## src/pkg/dsp_decoder_defs.vh

```
`ifndef DSP_DECODER_DEFS_VH
`define DSP_DECODER_DEFS_VH

// ======================================================================
// operation codes driven on op_code_out
`define OP_W              5
`define OP_NONE           5'h00
`define OP_MAGNITUDE      5'h01
`define OP_SUM_SHIFT      5'h02
`define OP_SUM_SHORT      5'h03
`define OP_SUM_LONG       5'h04
`define OP_SUM_CARRY      5'h05
`define OP_SUM_LOW        5'h06
`define OP_SUM_HIGH       5'h07
`define OP_SUM_MULTIPLIER_OPERAND_REGISTER       5'h08
`define OP_AUX_INC        5'h09
`define OP_AND_HI16       5'h0a
`define OP_PROD_ACC       5'h0b
`define OP_JUMP_ACC       5'h0c
`define OP_AUX_LOOP       5'h0d
`define OP_COND_JUMP      5'h0e
`define OP_BIT_TEST       5'h0f
`define OP_PROG_COPY      5'h10
`define OP_AUX_CMP        5'h11
`define OP_ADJ_COPY       5'h12
`define OP_CONF_DATA      5'h13
`define OP_PORT_IN        5'h14
`define OP_LOAD_SHIFT     5'h15
`define OP_LOAD_HIGH      5'h16

// ======================================================================
// match masks and patterns of the first instruction word
`define MSK_FULL          16'hffff
`define MSK_BYTE          16'hff00
`define MSK_NIBBLE        16'hf000
`define MSK_LONG_SHIFT    16'hfff0
`define MSK_COND          16'hfc00
`define MSK_CMP           16'hfffc
`define PAT_MAGNITUDE     16'hbe00
`define PAT_SUM_SHIFT     16'h2000
`define PAT_SUM_SHORT     16'hb800
`define PAT_SUM_LONG      16'hbf90
`define PAT_SUM_CARRY     16'h6000
`define PAT_SUM_LOW       16'h6200
`define PAT_SUM_HIGH      16'h6100
`define PAT_SUM_MULTIPLIER_OPERAND_REGISTER      16'h6300
`define PAT_AUX_INC       16'h7800
`define PAT_AND_HI16      16'hbe81
`define PAT_PROD_ACC      16'hbe04
`define PAT_JUMP_ACC      16'hbe20
`define PAT_AUX_LOOP      16'h7b00
`define PAT_COND_JUMP     16'he000
`define PAT_BIT_TEST      16'h6f00
`define PAT_PROG_COPY     16'ha500
`define PAT_AUX_CMP       16'hbf44
`define PAT_ADJ_COPY      16'h7700
`define PAT_CONF_DATA     16'hbe44
`define PAT_PORT_IN       16'haf00
`define PAT_LOAD_SHIFT    16'h1000
`define PAT_LOAD_HIGH     16'h6a00

// ======================================================================
// word and cycle figures, condition select codes
`define WORDS_ONE         2'h1
`define WORDS_TWO         2'h2
`define CYC_ONE           3'h1
`define CYC_TWO           3'h2
`define CYC_THREE         3'h3
`define CYC_FOUR          3'h4
`define CYC_FALL          3'h2
`define CYC_FALL_PIN      3'h3
`define TP_PIN_LOW        2'h0
`define TP_TC_SET         2'h1
`define TP_TC_CLEAR       2'h2
`define TP_NONE           2'h3

`endif

```

## src/core/pin_sync3.v

```verilog
`timescale 1ns/1ns
// ======================================================================
// three-stage pin synchroniser, level follows when stages two and three agree
module pin_sync3
(
   input  wire clk_in,
   input  wire srst_in,
   input  wire pin_in,
   output reg  level_out
);
   reg stage1;
   reg stage2;
   reg stage3;

   always @(posedge clk_in)
   begin
      if (srst_in)
      begin
         stage1    <= 1'b1;
         stage2    <= 1'b1;
         stage3    <= 1'b1;
         level_out <= 1'b1;
      end
      else
      begin
         stage1 <= pin_in;
         stage2 <= stage1;
         stage3 <= stage2;
         if (stage2 == stage3)
            level_out <= stage3;
      end
   end
endmodule

```

## src/core/cond_eval.v

```verilog
`timescale 1ns/1ns
`include "dsp_decoder_defs.vh"
// ======================================================================
// condition check for conditional jumps
module cond_eval
(
   input  wire [1:0] condition_select_bits_in,
   input  wire [3:0] flag_states_in,
   input  wire [3:0] flag_mask_in,
   input  wire [3:0] flags_in,
   input  wire       test_control_flag_in,
   input  wire       pin_low_in,
   output wire       met_out
);
   reg select_ok;

   always @*
   begin
      case (condition_select_bits_in)
         `TP_PIN_LOW  : select_ok = pin_low_in;
         `TP_TC_SET   : select_ok = test_control_flag_in;
         `TP_TC_CLEAR : select_ok = ~test_control_flag_in;
         `TP_NONE     : select_ok = 1'b1;
         default      : select_ok = 1'b1;
      endcase
   end

   // masked flags must equal the required states
   assign met_out = select_ok &
                    (((flags_in ^ flag_states_in) & flag_mask_in) == 4'h0);
endmodule

```

## src/core/dsp_opcode_decoder.v

```verilog
`timescale 1ns/1ns
`include "dsp_decoder_defs.vh"
// Notes on behaviour
// - accumulator magnitude word, one cycle
// - top nibble 0010: shifted operand add
// - short constant add, one cycle
// - long shifted constant add, two words
// - operand plus carry add, one cycle
// - low unextended and high accumulator sum_unextended_low
// - add shifted by multiplier operand register
// - constant added to selected aux register
// - and with constant shifted sixteen, two words
// - product register added to accumulator
// - jump via accumulator, four cycles
// - aux nonzero loop jump, four or two
// - no overflow jump, four or two
// - branch pin low jump, four or three
// - register selected bit test sets flag
// - program to data copy, three cycles
// - aux compare with index, one cycle
// - adjacent word copy, one cycle
// - configure block as data memory
// - port input, two words two cycles
// - accumulator load shifted or high half
// - condition select bits meaning
// - flag nibble mask and state match

module dsp_opcode_decoder
#(
   parameter WORD_W = 16,
   parameter CNT_W  = 3
)
(
   input  wire              clk_in,
   input  wire              srst_in,
   input  wire [WORD_W-1:0] instr_word_in,
   input  wire              instr_valid_in,
   input  wire              acc_zero_in,
   input  wire              acc_neg_in,
   input  wire              overflow_in,
   input  wire              carry_in,
   input  wire              test_control_flag_in,
   input  wire              aux_nonzero_in,
   input  wire              io_branch_pin_in,
   output wire              instr_ready_out,
   output reg               op_valid_out,
   output reg  [`OP_W-1:0]  op_code_out,
   output reg  [3:0]        shift_amount_field_out,
   output reg  [7:0]        operand_address_field_out,
   output reg  [WORD_W-1:0] constant_field_out,
   output reg  [WORD_W-1:0] second_word_out,
   output reg  [1:0]        compare_mode_bits_out,
   output reg               branch_taken_out,
   output reg  [1:0]        word_count_out,
   output reg  [CNT_W-1:0]  cycle_count_out,
   output reg               unknown_word_out
);

   // ===================================================================
   // sequencer states
   localparam S_IDLE   = 2'b00;
   localparam S_SECOND = 2'b01;
   localparam S_STALL  = 2'b10;

   reg [1:0]        state;
   reg [1:0]        next_state;
   reg [`OP_W-1:0]  held_op;
   reg [WORD_W-1:0] held_word;
   reg [CNT_W-1:0]  held_cyc;
   reg [CNT_W-1:0]  remaining;
   reg [CNT_W-1:0]  next_remaining;

   reg [`OP_W-1:0]  d_op;
   reg [1:0]        d_words;
   reg [CNT_W-1:0]  d_cyc;
   reg [CNT_W-1:0]  fin_cyc;
   reg              fin_taken;

   wire             pin_level;
   wire             cond_met;
   wire             take_first;
   wire             take_second;

   assign instr_ready_out = (state != S_STALL);
   assign take_first      = instr_valid_in & (state == S_IDLE);
   assign take_second     = instr_valid_in & (state == S_SECOND);

   // ===================================================================
   // branch pin synchroniser
   pin_sync3 u_pin_sync
   (
      .clk_in    (clk_in),
      .srst_in   (srst_in),
      .pin_in    (io_branch_pin_in),
      .level_out (pin_level)
   );

   // ===================================================================
   // condition check on the held first word
   cond_eval u_cond
   (
      .condition_select_bits_in (held_word[9:8]),
      .flag_states_in           (held_word[7:4]),
      .flag_mask_in             (held_word[3:0]),
      .flags_in                 ({acc_zero_in, acc_neg_in, overflow_in, carry_in}),
      .test_control_flag_in     (test_control_flag_in),
      .pin_low_in               (~pin_level),
      .met_out                  (cond_met)
   );

   // ===================================================================
   // first word pattern match
   always @*
   begin
      d_op = `OP_NONE;

      if ((instr_word_in & `MSK_FULL) == `PAT_MAGNITUDE)
         d_op = `OP_MAGNITUDE;

      else if ((instr_word_in & `MSK_NIBBLE) == `PAT_SUM_SHIFT)
         d_op = `OP_SUM_SHIFT;

      else if ((instr_word_in & `MSK_BYTE) == `PAT_SUM_SHORT)
         d_op = `OP_SUM_SHORT;

      else if ((instr_word_in & `MSK_LONG_SHIFT) == `PAT_SUM_LONG)
         d_op = `OP_SUM_LONG;

      else if ((instr_word_in & `MSK_BYTE) == `PAT_SUM_CARRY)
         d_op = `OP_SUM_CARRY;

      else if ((instr_word_in & `MSK_BYTE) == `PAT_SUM_LOW)
         d_op = `OP_SUM_LOW;

      else if ((instr_word_in & `MSK_BYTE) == `PAT_SUM_HIGH)
         d_op = `OP_SUM_HIGH;

      else if ((instr_word_in & `MSK_BYTE) == `PAT_SUM_MULTIPLIER_OPERAND_REGISTER)
         d_op = `OP_SUM_MULTIPLIER_OPERAND_REGISTER;

      else if ((instr_word_in & `MSK_BYTE) == `PAT_AUX_INC)
         d_op = `OP_AUX_INC;

      else if ((instr_word_in & `MSK_FULL) == `PAT_AND_HI16)
         d_op = `OP_AND_HI16;

      else if ((instr_word_in & `MSK_FULL) == `PAT_PROD_ACC)
         d_op = `OP_PROD_ACC;

      else if ((instr_word_in & `MSK_FULL) == `PAT_JUMP_ACC)
         d_op = `OP_JUMP_ACC;

      else if ((instr_word_in & `MSK_BYTE) == `PAT_AUX_LOOP)
         d_op = `OP_AUX_LOOP;

      else if ((instr_word_in & `MSK_COND) == `PAT_COND_JUMP)
         d_op = `OP_COND_JUMP;

      else if ((instr_word_in & `MSK_BYTE) == `PAT_BIT_TEST)
         d_op = `OP_BIT_TEST;

      else if ((instr_word_in & `MSK_BYTE) == `PAT_PROG_COPY)
         d_op = `OP_PROG_COPY;

      else if ((instr_word_in & `MSK_CMP) == `PAT_AUX_CMP)
         d_op = `OP_AUX_CMP;

      else if ((instr_word_in & `MSK_BYTE) == `PAT_ADJ_COPY)
         d_op = `OP_ADJ_COPY;

      else if ((instr_word_in & `MSK_FULL) == `PAT_CONF_DATA)
         d_op = `OP_CONF_DATA;

      else if ((instr_word_in & `MSK_BYTE) == `PAT_PORT_IN)
         d_op = `OP_PORT_IN;

      else if ((instr_word_in & `MSK_NIBBLE) == `PAT_LOAD_SHIFT)
         d_op = `OP_LOAD_SHIFT;

      else if ((instr_word_in & `MSK_BYTE) == `PAT_LOAD_HIGH)
         d_op = `OP_LOAD_HIGH;
   end

   // ===================================================================
   // word count and full cycle figure of each operation
   always @*
   begin
      case (d_op)
         `OP_SUM_LONG  : {d_words, d_cyc} = {`WORDS_TWO, `CYC_TWO};
         `OP_AND_HI16  : {d_words, d_cyc} = {`WORDS_TWO, `CYC_TWO};
         `OP_JUMP_ACC  : {d_words, d_cyc} = {`WORDS_ONE, `CYC_FOUR};
         `OP_AUX_LOOP  : {d_words, d_cyc} = {`WORDS_TWO, `CYC_FOUR};
         `OP_COND_JUMP : {d_words, d_cyc} = {`WORDS_TWO, `CYC_FOUR};
         `OP_PROG_COPY : {d_words, d_cyc} = {`WORDS_TWO, `CYC_THREE};
         `OP_PORT_IN   : {d_words, d_cyc} = {`WORDS_TWO, `CYC_TWO};

         default       : {d_words, d_cyc} = {`WORDS_ONE, `CYC_ONE};
      endcase
   end

   // ===================================================================
   // branch outcome and final cycle figure of a two-word operation
   always @*
   begin
      fin_taken = 1'b0;
      fin_cyc   = held_cyc;

      if (held_op == `OP_AUX_LOOP)
      begin
         fin_taken = aux_nonzero_in;
         fin_cyc   = aux_nonzero_in ? `CYC_FOUR : `CYC_FALL;
      end

      else if (held_op == `OP_COND_JUMP)
      begin
         fin_taken = cond_met;
         if (cond_met)
            fin_cyc = `CYC_FOUR;
         else if (held_word[9:8] == `TP_PIN_LOW)
            fin_cyc = `CYC_FALL_PIN;
         else
            fin_cyc = `CYC_FALL;
      end
   end

   // ===================================================================
   // sequencer next state
   always @*
   begin
      next_state     = state;
      next_remaining = remaining;
      case (state)
         S_IDLE:
         begin
            if (take_first && (d_words == `WORDS_TWO))
               next_state = S_SECOND;
            else if (take_first && (d_cyc != `CYC_ONE))
            begin
               next_state     = S_STALL;
               next_remaining = d_cyc - `CYC_ONE;
            end
         end

         S_SECOND:
         begin
            if (take_second && (fin_cyc != `CYC_TWO))
            begin
               next_state     = S_STALL;
               next_remaining = fin_cyc - `CYC_TWO;
            end
            else if (take_second)
               next_state = S_IDLE;
         end

         S_STALL:
         begin
            next_remaining = remaining - `CYC_ONE;
            if (remaining == `CYC_ONE)
               next_state = S_IDLE;
         end

         default:
         begin
            next_state     = S_IDLE;
            next_remaining = {CNT_W{1'b0}};
         end
      endcase
   end

   // ===================================================================
   // state, held first word and decoded outputs
   always @(posedge clk_in)
   begin
      if (srst_in)
      begin
         state                     <= S_IDLE;
         remaining                 <= {CNT_W{1'b0}};
         held_op                   <= `OP_NONE;
         held_word                 <= {WORD_W{1'b0}};
         held_cyc                  <= {CNT_W{1'b0}};

         op_valid_out              <= 1'b0;
         op_code_out               <= `OP_NONE;
         shift_amount_field_out    <= 4'h0;
         operand_address_field_out <= 8'h00;
         constant_field_out        <= {WORD_W{1'b0}};
         second_word_out           <= {WORD_W{1'b0}};
         compare_mode_bits_out     <= 2'h0;
         branch_taken_out          <= 1'b0;
         word_count_out            <= 2'h0;
         cycle_count_out           <= {CNT_W{1'b0}};
         unknown_word_out          <= 1'b0;
      end
      else
      begin
         state            <= next_state;
         remaining        <= next_remaining;
         op_valid_out     <= 1'b0;
         unknown_word_out <= 1'b0;

         if (take_first)
         begin
            held_op   <= d_op;
            held_word <= instr_word_in;
            held_cyc  <= d_cyc;
         end

         if (take_first && (d_words == `WORDS_ONE))
         begin
            op_valid_out              <= (d_op != `OP_NONE);
            unknown_word_out          <= (d_op == `OP_NONE);
            op_code_out               <= d_op;
            operand_address_field_out <= instr_word_in[7:0];
            constant_field_out        <= {8'h00, instr_word_in[7:0]};
            compare_mode_bits_out     <= instr_word_in[1:0];
            shift_amount_field_out    <= instr_word_in[11:8];
            second_word_out           <= {WORD_W{1'b0}};
            branch_taken_out          <= (d_op == `OP_JUMP_ACC);
            word_count_out            <= d_words;
            cycle_count_out           <= d_cyc;
         end

         else if (take_second)
         begin
            op_valid_out              <= 1'b1;
            op_code_out               <= held_op;
            operand_address_field_out <= held_word[7:0];
            constant_field_out        <= instr_word_in;
            compare_mode_bits_out     <= 2'h0;
            shift_amount_field_out    <= held_word[3:0];
            second_word_out           <= instr_word_in;
            branch_taken_out          <= fin_taken;
            word_count_out            <= `WORDS_TWO;
            cycle_count_out           <= fin_cyc;
         end
      end
   end
endmodule

```

## config.mk

```make
export PLATFORM = sky130hd
export DESIGN_NAME = dsp_opcode_decoder
export DESIGN_NICKNAME = d
export VERILOG_FILES = /design/src/core/pin_sync3.v /design/src/core/cond_eval.v /design/src/core/dsp_opcode_decoder.v
export VERILOG_INCLUDE_DIRS = /design/src /design/src/pkg
export SDC_FILE = /design/constraint.sdc
export NUM_CORES = 1
export LEC_CHECK = 0
export ABC_AREA = 1
export BUFFER_PORTS_ARGS = -buffer_cell sky130_fd_sc_hd__clkbuf_2
export CORE_MARGIN = 2
export CORE_UTILIZATION = 25
export CTS_BUF_LIST = sky130_fd_sc_hd__clkbuf_4 sky130_fd_sc_hd__clkbuf_8
export CTS_CLUSTER_SIZE = 25
export DETAILED_ROUTE_END_ITERATION = 16
export GPL_TIMING_DRIVEN = 0
export PLACE_DENSITY_LB_ADDON = 0.05
export SETUP_SLACK_MARGIN = 0.1
export SLEW_MARGIN = 10
export SYNTH_ARGS = -nofsm -noshare
export SYNTH_HDL_FRONTEND = slang
export SYNTH_SLANG_ARGS = --single-unit
```

## constraint.sdc

```tcl
create_clock -name clk_in -period 2.29 [get_ports clk_in]
set_input_delay 0.458 -clock clk_in [delete_from_list [all_inputs] [get_ports clk_in]]
set_output_delay 0.458 -clock clk_in [all_outputs]
set_load 0.005 [all_outputs]
```

==> results of run 1 <==
## worst max-delay path, cell delays in order
cell and delay [ps]:
buf_2 160, inv_2 100, nor4_4 330, nand2_2 120, o21ai_1 90, inv_1 70, a21oi_4 170, nand4_4 150
nand3_4 110, inv_2 50, ha_4 150, a21oi_2 120, o21ai_1 80, nand3_1 90, nand3_1 70, a21oi_1 130
## flip-flops by register name, summed over array words and instances, names as in the netlist, 3 cells and up
register / count
held_cyc: 3
cycle_count_out: 3
constant_field_out: 16
operand_address_field_out: 8
held_op: 5
shift_amount_field_out: 4
held_word: 10
remaining: 3
op_code_out: 5
second_word_out: 8
## report_power, final
part           internal, uW  switching, uW
registers              1480           74.7
clock network           428            570
logic                   313            517
total                  2220           1160
## through the flow
step / setup TNS (ps) / util [%] / cell area, sq um
after floorplan: 0 / - / 3880
after global placement: -8530 / 29.9 / 4540
after detailed placement: -9500 / 29.9 / 4540
after CTS: 0 / 32.8 / 4960
after global routing: -19.9 / 36.2 / 5480
final: 0 / 36.2 / 5480
## routing by layer
metal	vias up	wire, um	global-route usage [%]	part of all wire [%]
met4	0	217	4.14	1.5
met5	-	0	0	0
li1	2047	-	-	-
met3	14	665	4.17	4.6
met1	1935	6820	23.7	48
met2	101	6600	27.9	46
## synthesized netlist by cell type (all sizes together) (6+ instances only)
library cell | instances | share of area, %
nand4 | 10 | 2.2
a31oi | 13 | 2.1
inv | 63 | 6.2
buf | 15 | 2.6
or2 | 6 | 0.97
dfxtp | 78 | 41
a21oi | 51 | 6.6
nor2 | 65 | 7.8
nand3 | 22 | 3.2
a211oi | 10 | 1.9
clkbuf | 12 | 1.2
o21ai | 38 | 5.0
nand2 | 136 | 14
## final timing paths
| check | startpoint | end | slack [ps] | cells after the start |
|---|---|---|---|---|
| worst min register to register | u_pin_sync.stage1 | u_pin_sync.stage2 | 420 | 1 |
| worst max register to register | held_op[2] | state[1] | 180 | 14 |
| worst min-delay path | io_branch_pin_in | u_pin_sync.stage1 | 270 | 2 |
| worst max-delay path | instr_word_in[4] | remaining[2] | 160 | 16 |
## cell type report
cell class	instances	area (sq um)	area share (%)
inverters	64	277	5.05
repair buffers	125	807	14.7
plain buffers	26	141	2.58
flip-flops and latches	78	1560	28.5
clock buffers	10	138	2.51
clock inverters	6	46.3	0.845
multi-input cells	373	2270	41.5
well taps	188	235	4.29
## timing repair
| item | CTS | global route |
|---|---|---|
| gates resized for setup | 33 | 101 |
| gates cloned | 0 | 0 |
| setup buffers | 17 | 24 |
| pin swaps | 17 | 44 |
| endpoints found under the setup margin | 3 | 34 |
## cell families after synthesis
logic type / count (synthesis) / share of synthesized area (%)
buffers and inverters: 91 / 10.1
DFF: 78 / 40.5
adders and majority gates: 3 / 0.974
AOI/OAI and AO/OA: 122 / 18.1
and+or+nand+nor: 246 / 29.9
xor gates and xnor gates: 2 / 0.455
==> flow_metrics.tcl, run 1 <==
set metrics [dict create \
    relSlewSlack_pct 52.8 \
    initial_utilization_pct 25.4 \
    path_clk_slew_ps 90 \
    max_freq_ghz 0.469 \
    rows 45 \
    die-area_sq_um 16400 \
    setup_violations 0 \
    die_x_um 128 \
    hold_viol 0 \
    syn_area_sq_um 3850 \
    worstPathArrival_ps 2450 \
    leakage_uw 0.00242 \
    postSynthAreaPerCell_sq_um 7.11 \
    critPathMaxFanout 4 \
    skew_ps 11.6 \
    p_total_uw 3380 \
    maxCapViolCount 0 \
    grt-ovfl-total 0 \
    grt_util_all_layers_pct 17.4 \
    rsz0062_at_grt "true" \
    routed_wl_um 14300 \
    viasPerCell 4.71 \
    route.detailed.drc 0 \
    end_kind "flop" \
    port_buffers 84 \
    power_density_nw_per_um2 617 \
    firstDrtPassIters 4 \
    slew_violations 0 \
    ant_nets 0 \
    wl_per_cell_um 16.4 \
    first_iter_violations 233 \
    place_inst 814 \
    place_congestion 0.833 \
    synth_edf_count 0 \
    start_kind "input pin" \
    setup_slack_ps 156 \
    coreArea_sq_um 15100 \
    io_pins 86 \
    ys_dominant_reg_cell "dfxtp_1" \
    ys_seq_area_share_pct 40.5 \
    whs_ps 272 \
    syn_nets 571 \
    numCtsBuffers 9 \
    layout_min_cycle_time_ps 2130 \
    grt_start_max_net_pins 15 \
    vias 4097 \
    synthDistinctLibCells 42 \
    yosys_warnings 0 \
    clock-sinks 78 \
    layout_commonest_cell "nand2_1" \
    final_nets 706 \
    irDropWorstVdd_uv 257 \
    drive_above_1_share_pct 38.0 \
    path_class "input pin to flop" \
    final_cell_mix "112 x nand2_1, 76 x dfxtp_1, 71 x clkbuf_2" \
    cp.required_ps 2600 \
    worst_pin_slew_ps 708 \
    outcome "finished clean" \
    clockBufferDepth 2 \
    grt_pass1_wl_um 21500 \
    cts_tree "done" \
    grt_pass1_vias 3812 \
    antenna_found_initial 0 \
    nFillCells 1644 \
    diodes 0 \
    area_delta_synth_final_pct 42.2 \
    async_flop_share_pct 0 \
    dieHeight_um 128 \
    h-tree-depth 3 \
    finalCritPeriodShare_pct 93.2 \
    clock_latency_ps 380 \
    dp_hpwl_um 10700 \
    cts_hold_buf 0 \
    dp_slack_ps -560 \
    clock-root-buffer "clkbuf_8" \
    worstHoldPathType "input pin to flop" \
    final_cell_count_no_fill 870 \
    syn_inst 542 \
    ys_ff_latch 78 \
]
Note: power is estimated with default switching activity, not from simulation.
==> run 2, diff against run 1 <==
--- a/config.mk
+++ b/config.mk
@@ -9,7 +9,7 @@
 export ABC_AREA = 1
 export BUFFER_PORTS_ARGS = -buffer_cell sky130_fd_sc_hd__clkbuf_2
 export CORE_MARGIN = 2
-export CORE_UTILIZATION = 25
+export CORE_UTILIZATION = 45
 export CTS_BUF_LIST = sky130_fd_sc_hd__clkbuf_4 sky130_fd_sc_hd__clkbuf_8
 export CTS_CLUSTER_SIZE = 25
 export DETAILED_ROUTE_END_ITERATION = 16
==> run 2 against run 1 <==
Effect of this change:
- final cell count down 9.9%
- clock-buffer cell count down 1
- sequential power about the same
- highest routed layer unchanged
- critical path type unchanged
- non-clock buffer count shrank 2
- clock power rose by 13%
- core utilization is 27 points higher
- clock skew decreased by 3.4 ps
- largest power group unchanged
- first-iteration DRC count is the same
- critical path depth grew 5
- register-to-register slack got worse by 50 ps
- combinational power decreased by 3.9%
- global-route usage is 9.5 points higher
==> flow_metrics.tcl, run 2 (synthesized netlist as in run 1, its figures left out) <==
set metrics [dict create \
    power_density_nw_per_um2 661 \
    route.detailed.drc 0 \
    path_class "input pin to flop" \
    leakage_uw 0.00243 \
    worst_pin_slew_ps 740 \
    rsz0062_at_grt "true" \
    finalCritPeriodShare_pct 95.8 \
    timing.critical_path.to "remaining[2]" \
    layout_commonest_cell "nand2_1" \
    grt_start_max_net_pins 14 \
    slowest_delay_ps 200 \
    crit_top_cell "nand2_4" \
    io_pins 86 \
    routed_wl_um 12500 \
    final_cell_mix "114 x nand2_1, 76 x dfxtp_1, 73 x clkbuf_2" \
    largest_reg_flops 16 \
    coreArea_sq_um 8260 \
    die-area_sq_um 9320 \
    irDropWorstVdd_uv 300 \
    h-tree-depth 3 \
    critPathMaxFanout 5 \
    r2r-start "held_op[2]" \
    grt-ovfl-total 0 \
    utilization_pct 63.6 \
    viasPerCell 5.30 \
    cp_top_family "simple AND/OR/NAND/NOR gates" \
    hold_viol 0 \
    dp_slack_ps -501 \
    slew_violations 0 \
    outcome "finished clean" \
    reg.largest.list "constant_field_out x16, held_word x10" \
    skew_ps 8.24 \
    setup_slack_ps 95.8 \
    initial_utilization_pct 46.7 \
    reg2reg_to "remaining[2]" \
    dp_hpwl_um 8950 \
    cts_tree "done" \
    path_clk_slew_ps 80 \
    ant_nets 0 \
    reg2reg_slack_ps 130 \
    worstHoldPathType "input pin to flop" \
    reg2reg_depth 15 \
    slowest_stage "nor2_4" \
    clockBufferDepth 2 \
    end_kind "flop" \
    area_delta_synth_final_pct 36.3 \
    diodes 0 \
    cp.required_ps 2570 \
    wl_per_cell_um 16.0 \
    clock_latency_ps 360 \
    regMostFlops "constant_field_out" \
    cp.depth 21 \
    port_buffers 84 \
    maxCapViolCount 0 \
    path_cells "buf_2 > nor2_4 > nand2_4 > nor2_4 > nand2_4 > nand2_4 > nor2_4 > nand2_1 > nor2_1 > nand2_1 > nor2_4 > nand4_4 > nand3_2 > buf_4 > buf_4 > buf_4 > nand2_4 > nand2_4 > nand2_4 > nand2_1 > a21oi_1" \
    cp.buffers_inverters 4 \
    final_nets 704 \
    worstPathArrival_ps 2470 \
    numCtsBuffers 9 \
    grt_util_all_layers_pct 26.9 \
    vias 4155 \
    start_kind "input pin" \
    grt_pass1_vias 3746 \
    dieHeight_um 96.5 \
    final_cell_count_no_fill 784 \
    layout_min_cycle_time_ps 2190 \
    clock-sinks 78 \
    first_iter_violations 233 \
    cts_hold_buf 0 \
    setup_violations 0 \
    drive_above_1_share_pct 36.7 \
    firstDrtPassIters 5 \
    relSlewSlack_pct 50.7 \
    rows 33 \
    antenna_found_initial 0 \
    clock-root-buffer "clkbuf_8" \
    max_freq_ghz 0.456 \
    grt_pass1_wl_um 18800 \
    die_x_um 96.5 \
    crit_start "instr_word_in[1]" \
    place_congestion 0.910 \
    place_inst 731 \
]
## run 2: cell types whose count changed in the layout (fill, tap and decap cells not counted), sizes merged
| cell | previous run | this run |
|---|---|---|
| clkinvlp | 3 | 0 |
| buf | 66 | 61 |
| clkbuf | 95 | 97 |
| inv | 64 | 63 |
| bufinv | 0 | 2 |
| clkinv | 3 | 5 |
## run 2: worst min path at each step
stage	slack (ps)	end	start	depth (start not counted)
floorplan	390	u_pin_sync.stage2	u_pin_sync.stage1	1
global placement	400	u_pin_sync.stage2	u_pin_sync.stage1	1
detailed placement	420	u_pin_sync.stage2	u_pin_sync.stage1	1
CTS	300	u_pin_sync.stage1	io_branch_pin_in	2
global route	300	u_pin_sync.stage1	io_branch_pin_in	2
finish	300	u_pin_sync.stage1	io_branch_pin_in	2
## run 2: final cells by class
cell class,instances,area (sq um)
Clock buffer,9,124
Multi-Input combinational cell,373,2170
Timing Repair Buffer,123,764
Tap cell,105,131
Clock inverter,6,87.6
Buffer,26,141
Sequential cell,78,1560
Inverter,64,267
Fill cell,812,3000
## run 2: through the flow
stage          total power (uW)  instance area [sq um]  TNS, ps  hold WS (ps)
3_3_place_gp               2250                   4430    -5780           397
5_1_grt                    3650                   5250     -258           303
2_1_floorplan              2000                   3880        0           389
4_1_cts                    3420                   4930        0           298
3_5_place_dp               2260                   4430    -6470           423
6_report                   3470                   5250        0           299
## run 2: routing by layer
layer,track usage [%],wire length (um)
met1,36.0,5560
met2,44.6,6030
met3,3.49,778
met4,9.62,182
met5,0,0
## run 2: power breakdown
part           total [uW]  internal (uW)  switching (uW)
sequential           1550           1480            71.5
combinational         797            299             498
clock                1130            608             522
total                3470           2380            1090
## run 2: timing repair
item                                    in CTS  in global routing
endpoints found under the setup margin       2                 41
hold endpoints to repair                     0                  0
buffers inserted                            21                 18
gates resized for setup                     35                 73
pin swaps                                   21                 40
